File: config.mk
export PLATFORM = sky130hd
export DESIGN_NAME = cfsr_status_regs
export DESIGN_NICKNAME = d
export VERILOG_FILES = /design/src/logic/cfsr_pkg.sv /design/src/logic/cfsr_sync.sv /design/src/logic/cfsr_status_regs.sv
export SDC_FILE = /design/constraint.sdc
export NUM_CORES = 1
export LEC_CHECK = 0
export BUFFER_PORTS_ARGS = -buffer_cell sky130_fd_sc_hd__buf_4
export CAP_MARGIN = 40
export CELL_PAD_IN_SITES_DETAIL_PLACEMENT = 0
export CELL_PAD_IN_SITES_GLOBAL_PLACEMENT = 1
export CORE_ASPECT_RATIO = 0.5
export CORE_MARGIN = 2
export CORE_UTILIZATION = 49
export CTS_CLUSTER_DIAMETER = 30
export CTS_CLUSTER_SIZE = 20
export DETAILED_ROUTE_END_ITERATION = 6
export PLACE_DENSITY_LB_ADDON = 0.1
export SYNTH_ARGS = -nofsm -noshare
export SYNTH_HDL_FRONTEND = slang
export SYNTH_SLANG_ARGS = --single-unit
File: constraint.sdc
create_clock -name ref_clk_in -period 6.6 [get_ports ref_clk_in]
set_input_delay 0 -clock ref_clk_in [delete_from_list [all_inputs] [get_ports ref_clk_in]]
set_output_delay 0 -clock ref_clk_in [all_outputs]
set_load 0.005 [all_outputs]
File: src/logic/cfsr_pkg.sv
// Notes on behaviour
// - each of four channels has a thermal fault flag in bits 3:0 of its register.
// - autorestart: thermal flag held while channel off unless read-and-cleared, cleared once the channel is on and overtemperature is gone.
// - latch policy: thermal flag kept until a read-and-clear hits that register.
// - on-state open-load flag set when open-load is seen with the channel on.
// - while off, the on-state open-load flag clears only by read-and-clear.
// - off-state flag set after the detection delay if output stays above threshold.
// - off-state flag means open-load or stuck-to-supply, chosen by configuration.
// - off-state flag follows the detector while off after the delay, and while on only a read-and-clear changes it.
package cfsr_pkg;

	// ==========================================================
	// register map
	localparam logic [5:0] CFSR_THERMAL_FAULT_STATUS_ADDR = 6'h30;
	localparam logic [5:0] CFSR_ON_OPEN_LOAD_STATUS_ADDR = 6'h31;
	localparam logic [5:0] CFSR_OFF_OPEN_OR_STUCK_STATUS_ADDR = 6'h32;
	localparam logic [3:0] CFSR_FLAGS_RESET = 4'h0;
	localparam logic [7:0] CFSR_READ_RESET = 8'h00;
	localparam int CFSR_CHANNELS = 4;
	localparam int CFSR_FLAG_LSB = 0;

	// ==========================================================
	// timing
	localparam int CFSR_CLK_PERIOD_PS = 4000;
	localparam int CFSR_OFF_DETECT_DELAY_PS = 1000000;
	localparam int CFSR_OFF_DETECT_CYCLES_INT = (CFSR_OFF_DETECT_DELAY_PS + CFSR_CLK_PERIOD_PS - 1) / CFSR_CLK_PERIOD_PS;
	localparam logic [15:0] CFSR_OFF_DETECT_CYCLES = CFSR_OFF_DETECT_CYCLES_INT[15:0];
	localparam logic [15:0] CFSR_COUNT_RESET = 16'h0000;
	localparam int CFSR_SYNC_STAGES = 2;

endpackage

File: src/logic/cfsr_sync.sv
`timescale 1ns/10ps
module cfsr_sync
	import cfsr_pkg::*;
#(
	parameter int WIDTH = 1
)
(
	input wire logic clk_in,
	input wire logic rst_n_in,
	input wire logic [WIDTH-1:0] async_in,
	output logic [WIDTH-1:0] sync_out
);

	logic [WIDTH-1:0] meta_q;
	logic [WIDTH-1:0] stable_q;

	// first stage is read only by the second
	always_ff @(posedge clk_in or negedge rst_n_in)
	begin
		if (!rst_n_in)
		begin
			meta_q <= '0;
			stable_q <= '0;
		end
		else
		begin
			meta_q <= async_in;
			stable_q <= meta_q;
		end
	end

	assign sync_out = stable_q;

endmodule // cfsr_sync

File: src/logic/cfsr_status_regs.sv
`timescale 1ns/10ps
module cfsr_status_regs
	import cfsr_pkg::*;
(
	input wire logic ref_clk_in,
	input wire logic resetn_in,
	input wire logic [3:0] channel_on_in,
	input wire logic latch_policy_in,
	input wire logic [3:0] off_open_load_config_in,
	input wire logic [3:0] thermal_detect_in,
	input wire logic [3:0] on_open_load_detect_in,
	input wire logic [3:0] off_above_threshold_in,
	input wire logic req_valid_in,
	input wire logic req_clear_in,
	input wire logic [5:0] req_addr_in,
	output logic [7:0] rd_data_out,
	output logic [3:0] thermal_fault_flag_out,
	output logic [3:0] on_open_load_flag_out,
	output logic [3:0] off_open_or_stuck_flag_out,
	output logic [3:0] off_fault_is_stuck_out
);

	// ==========================================================
	// reset release and detector synchronisers
	logic rst_meta_q;
	logic rst_n_q;
	logic [11:0] det_sync;
	logic [3:0] ot_det;
	logic [3:0] onol_det;
	logic [3:0] offd_det;

	always_ff @(posedge ref_clk_in or negedge resetn_in)
	begin
		if (!resetn_in)
		begin
			rst_meta_q <= 1'b0;
			rst_n_q <= 1'b0;
		end
		else
		begin
			rst_meta_q <= 1'b1;
			rst_n_q <= rst_meta_q;
		end
	end

	cfsr_sync #(.WIDTH(12)) u_det_sync (
		.clk_in(ref_clk_in),
		.rst_n_in(rst_n_q),
		.async_in({off_above_threshold_in, on_open_load_detect_in, thermal_detect_in}),
		.sync_out(det_sync)
	);

	assign ot_det = det_sync[3:0];
	assign onol_det = det_sync[7:4];
	assign offd_det = det_sync[11:8];

	// ==========================================================
	// read-and-clear decode
	logic rc_thermal;
	logic rc_onol;
	logic rc_stuck;

	assign rc_thermal = req_valid_in && req_clear_in && (req_addr_in == CFSR_THERMAL_FAULT_STATUS_ADDR);
	assign rc_onol = req_valid_in && req_clear_in && (req_addr_in == CFSR_ON_OPEN_LOAD_STATUS_ADDR);
	assign rc_stuck = req_valid_in && req_clear_in && (req_addr_in == CFSR_OFF_OPEN_OR_STUCK_STATUS_ADDR);

	// ==========================================================
	// per-channel flags
	logic [3:0] thermal_q;
	logic [3:0] onol_q;
	logic [3:0] stuck_q;
	logic [3:0] kind_q;
	logic [15:0] off_cnt_q [CFSR_CHANNELS];
	logic [3:0] off_ready;

	genvar ch;
	generate
		for (ch = 0; ch < CFSR_CHANNELS; ch++)
		begin : g_ch
			assign off_ready[ch] = (off_cnt_q[ch] == CFSR_OFF_DETECT_CYCLES);

			// delay restarts on every turn-off; saturates so the flag then tracks the detector
			always_ff @(posedge ref_clk_in or negedge rst_n_q)
			begin
				if (!rst_n_q)
					off_cnt_q[ch] <= CFSR_COUNT_RESET;
				else if (channel_on_in[ch])
					off_cnt_q[ch] <= CFSR_COUNT_RESET;
				else if (!off_ready[ch])
					off_cnt_q[ch] <= off_cnt_q[ch] + 16'h0001;
			end

			// set wins over any clear in the same cycle
			always_ff @(posedge ref_clk_in or negedge rst_n_q)
			begin
				if (!rst_n_q)
					thermal_q[ch] <= 1'b0;
				else if (ot_det[ch])
					thermal_q[ch] <= 1'b1;
				else if (rc_thermal)
					thermal_q[ch] <= 1'b0;
				else if (!latch_policy_in && channel_on_in[ch])
					thermal_q[ch] <= 1'b0;
			end

			always_ff @(posedge ref_clk_in or negedge rst_n_q)
			begin
				if (!rst_n_q)
					onol_q[ch] <= 1'b0;
				else if (channel_on_in[ch])
					onol_q[ch] <= onol_det[ch];
				else if (rc_onol)
					onol_q[ch] <= 1'b0;
			end

			// before the delay runs out only a read-and-clear changes the off-state flag's frozen value
			always_ff @(posedge ref_clk_in or negedge rst_n_q)
			begin
				if (!rst_n_q)
					stuck_q[ch] <= 1'b0;
				else if (!channel_on_in[ch] && off_ready[ch])
					stuck_q[ch] <= offd_det[ch];
				else if (rc_stuck)
					stuck_q[ch] <= 1'b0;
			end

		end
	endgenerate

	// ==========================================================
	// off-state fault kind
	always_ff @(posedge ref_clk_in or negedge rst_n_q)
	begin
		if (!rst_n_q)
			kind_q <= CFSR_FLAGS_RESET;
		else
			kind_q <= off_open_load_config_in;
	end

	// ==========================================================
	// read data: captured before the clear lands; unmapped reads zero
	logic [7:0] rd_data_q;
	logic [7:0] rd_data_d;

	always_comb
	begin
		rd_data_d = CFSR_READ_RESET;
		case (req_addr_in)
			CFSR_THERMAL_FAULT_STATUS_ADDR: rd_data_d[CFSR_FLAG_LSB +: 4] = thermal_q;
			CFSR_ON_OPEN_LOAD_STATUS_ADDR: rd_data_d[CFSR_FLAG_LSB +: 4] = onol_q;
			CFSR_OFF_OPEN_OR_STUCK_STATUS_ADDR: rd_data_d[CFSR_FLAG_LSB +: 4] = stuck_q;
			default: rd_data_d = CFSR_READ_RESET;
		endcase
	end

	always_ff @(posedge ref_clk_in or negedge rst_n_q)
	begin
		if (!rst_n_q)
			rd_data_q <= CFSR_READ_RESET;
		else if (req_valid_in)
			rd_data_q <= rd_data_d;
	end

	assign rd_data_out = rd_data_q;
	assign thermal_fault_flag_out = thermal_q;
	assign on_open_load_flag_out = onol_q;
	assign off_open_or_stuck_flag_out = stuck_q;
	assign off_fault_is_stuck_out = kind_q;
endmodule // cfsr_status_regs

==> results.toml <==
[status]
status = "finished clean"

[synthesis]
syn_area_um2 = 4820
syn_inst = 453
ys_warn_count = 0
async_flop_share = 1.00
synth_top_family_by_area = "simple AND/OR/NAND/NOR gates"
synth.area.mux_share = 0.0151
ys_seq_elements = 110
ys_seq_area_frac = 0.571
ys.flop_type = "dfrtp_1"
synthAdderAreaFrac = 0.0208
synth_edf_count = 0
syn_area_per_cell_um2 = 10.6
synth_xor_xnor_area_share = 0.0727
synth_compound_area_frac = 0.0784
synth-simple-area-share = 0.203
ys_types = 44

[die]
die_w_um = 144
initial_core_util = 0.507
chipHeight_um = 74.1
io_pins = 55
fp-row-count = 25
core_region_area_um2 = 9510
dieArea_um2 = 10700

[power_and_ir_drop]
powerDensity_nw_per_um2 = 224
ir_drop_mv = 0.141
leakage_uw = 0.00251
total_power_uw = 1310

[layout]
diodes = 0
nets = 565
drive_gt1_frac = 0.139
nFillCells = 829
area_growth_pct = 21.0

[drt]
drc_errors = 0
routed_wl_um = 9340
drt_pass1_iterations = 4
via_count = 3483
wl_per_cell_um = 14.0
antenna_left = 0
drtIter0Drc = 183
routed_via_density = 5.23

[sta]
fmax_mhz = 426
min_period_over_period = 0.355
max_slew_margin = 0.486
finalSetupViolCount = 0
final_hold_viol_count = 0
fin_skew_ns = 0.0113
drv_slew = 0
post-route-min-period_ns = 2.35
rsz0062_at_grt = "no"
tns_ns = 0
worstMarginPinSlew_ns = 0.764

[min_path]
worstHoldPathType = "primary input to flip-flop"

[global_route]
grt_use_total = 0.189
grt_pass1_vias = 3390
antenna_found_initial = 0
grt_max_degree = 59
grt_pass1_wl_um = 15700
globalRouteOverflowTotal = 0

[cts]
clock_latency_ns = 0.35
cts_buffer_depth = 2
cts-buffers-inserted = 9
cts_num_sinks = 110
root_buffer = "clkbuf_16"
path_clk_slew_ns = 0.07
post_cts_buffers = 0
htree_levels = 3
cts_tree = "yes"

[critical_path]
critPathCaptureType = "flip-flop"
critPathRequiredTime_ns = 6.83
crit_path_start_kind = "flip-flop"
crit_type = "flip-flop to flip-flop"
crit_fanout = 6
cp.arrival_ns = 2.58

[place]
gp_congestion = 0.779
port_buffers = 50
place_hpwl_um = 6040

[job]
max_cap_violations = 0
==> Yosys cell counts, types with 13 or more instances <==
library cell,n,area [um2]
or3_1,13,81.3
nand3_1,20,100
xnor2_1,25,219
dfrtp_1,110,2750
nor2_1,53,199
xor2_1,15,131
a21oi_1,22,110
nand2_1,23,86.3
o21ai_0,19,95.1
nor4_1,13,81.3
inv_1,26,97.6
==> metrics by stage <==
| step | util | hold WS, ns | instance area [um2] | cells | setup WS [ns] |
|---|---|---|---|---|---|
| final | 0.613 | 0.0390 | 5830 | 666 | 4.25 |
| after floorplan | - | -0.296 | 4830 | 456 | 3.31 |
| after detailed placement | 0.558 | -0.217 | 5310 | 626 | 4.30 |
| after global routing | 0.613 | 0.0607 | 5830 | 666 | 4.15 |
| after global placement | 0.558 | -0.217 | 5300 | 625 | 4.31 |
| after CTS | 0.613 | 0.0291 | 5830 | 666 | 4.26 |
==> placed cells by master, fill, tap and decap left out, drive strengths merged, types with 2 or more instances in the layout <==
cell         netlist  final
nor4              14     14
nand2             23     23
conb               2      5
clkinv             0      4
nand3             20     20
or3               13     13
a21oi             22     22
nor4b              5      5
nand4             11     11
nand2b             2      2
xor2              15     15
o31ai              6      6
nor2              53     53
o22ai              4      4
nand4b             2      2
a21o               3      3
inv               26     28
nor2b              3      3
ha                 8      8
nor3              10     10
nand3b             2      2
dfrtp            110    110
mux2i              5      5
mux2               2      2
clkbuf            10      9
or4                8      8
and4               6      6
dlygate4sd3        0     24
a211oi             3      3
o21bai             4      4
xnor2             25     25
buf                7     52
o21ai             19     19
or4b               2      2
==> state kept, by name, summed over array words and instances (netlist names) <==
register / count
thermal_fault_flag_out: 4
u_det_sync.sync_out: 12
u_det_sync.meta_q: 12
on_open_load_flag_out: 4
rst_meta_q: 1
off_cnt_q: 64
rd_data_out: 4
rst_n_q: 1
off_fault_is_stuck_out: 4
off_open_or_stuck_flag_out: 4
==> cell type report <==
class | count | area [um2] | share of cell area
inverter | 26 | 97.6 | 0.0167
multi-input combinational | 303 | 1900 | 0.325
timing repair buffer | 76 | 627 | 0.107
tap | 135 | 169 | 0.0290
clock buffer | 9 | 225 | 0.0386
sequential | 110 | 2760 | 0.473
clock inverter | 7 | 60.1 | 0.0103
==> cells by family (layout without fill, tap and decap cells) <==
group	count (synthesis)	after routing
buffers and inverters	43	118
AOI/OAI and AO/OA	64	64
and+or+nand+nor	179	179
xor gates and xnor gates	40	40
other	2	5
muxes	7	7
DFF	110	110
adders and majority gates	8	8
==> worst paths after layout <==
path	start	endpoint	slack, ns	depth (start not counted)
max	off_cnt_q[0]$_DFFE_PN0P_	off_open_or_stuck_flag_out[3]$_DFFE_PN0P_	4.25	6
min	req_addr_in[3]	rd_data_out[2]$_DFFE_PN0P_	0.04	3
max reg2reg	off_cnt_q[0]$_DFFE_PN0P_	off_open_or_stuck_flag_out[3]$_DFFE_PN0P_	4.25	6
min reg2reg	u_det_sync.meta_q[10]$_DFF_PN0_	u_det_sync.sync_out[10]$_DFF_PN0_	0.35	0
max in group asynchronous	rst_n_q$_DFF_PN0_	off_cnt_q[58]$_DFFE_PN0P_	5.04	1
min in group asynchronous	rst_n_q$_DFF_PN0_	off_cnt_q[24]$_DFFE_PN0P_	0.40	0
==> routing by layer <==
| metal | GRT usage | wire length, um | up-vias |
|---|---|---|---|
| li1 | - | - | 1721 |
| met1 | 0.244 | 4480 | 1703 |
| met2 | 0.323 | 4460 | 49 |
| met3 | 0.0560 | 291 | 10 |
| met4 | 0.0421 | 102 | 0 |
| met5 | 0 | 0 | - |
==> where the power goes <==
group	internal (uW)	switching [uW]
Combinational	44.3	37.9
Sequential	694	21.3
Clock	261	250
Total	999	309
==> critical path: stages (launching register included) <==
cell and delay, ns:
dfrtp_1 0.44, inv_1 0.08, ha_1 0.14, or4b_1 0.42
or4_1 0.65, nor2_1 0.17, mux2_2 0.34
==> repair_timing <==
| action | in CTS | in global routing |
|---|---|---|
| hold endpoints to repair | 83 | 0 |
| endpoints found under the setup margin | 0 | 0 |
| hold buffers | 24 | 0 |
| gates resized for setup | 0 | 0 |
(Power assumes the default switching activity.)
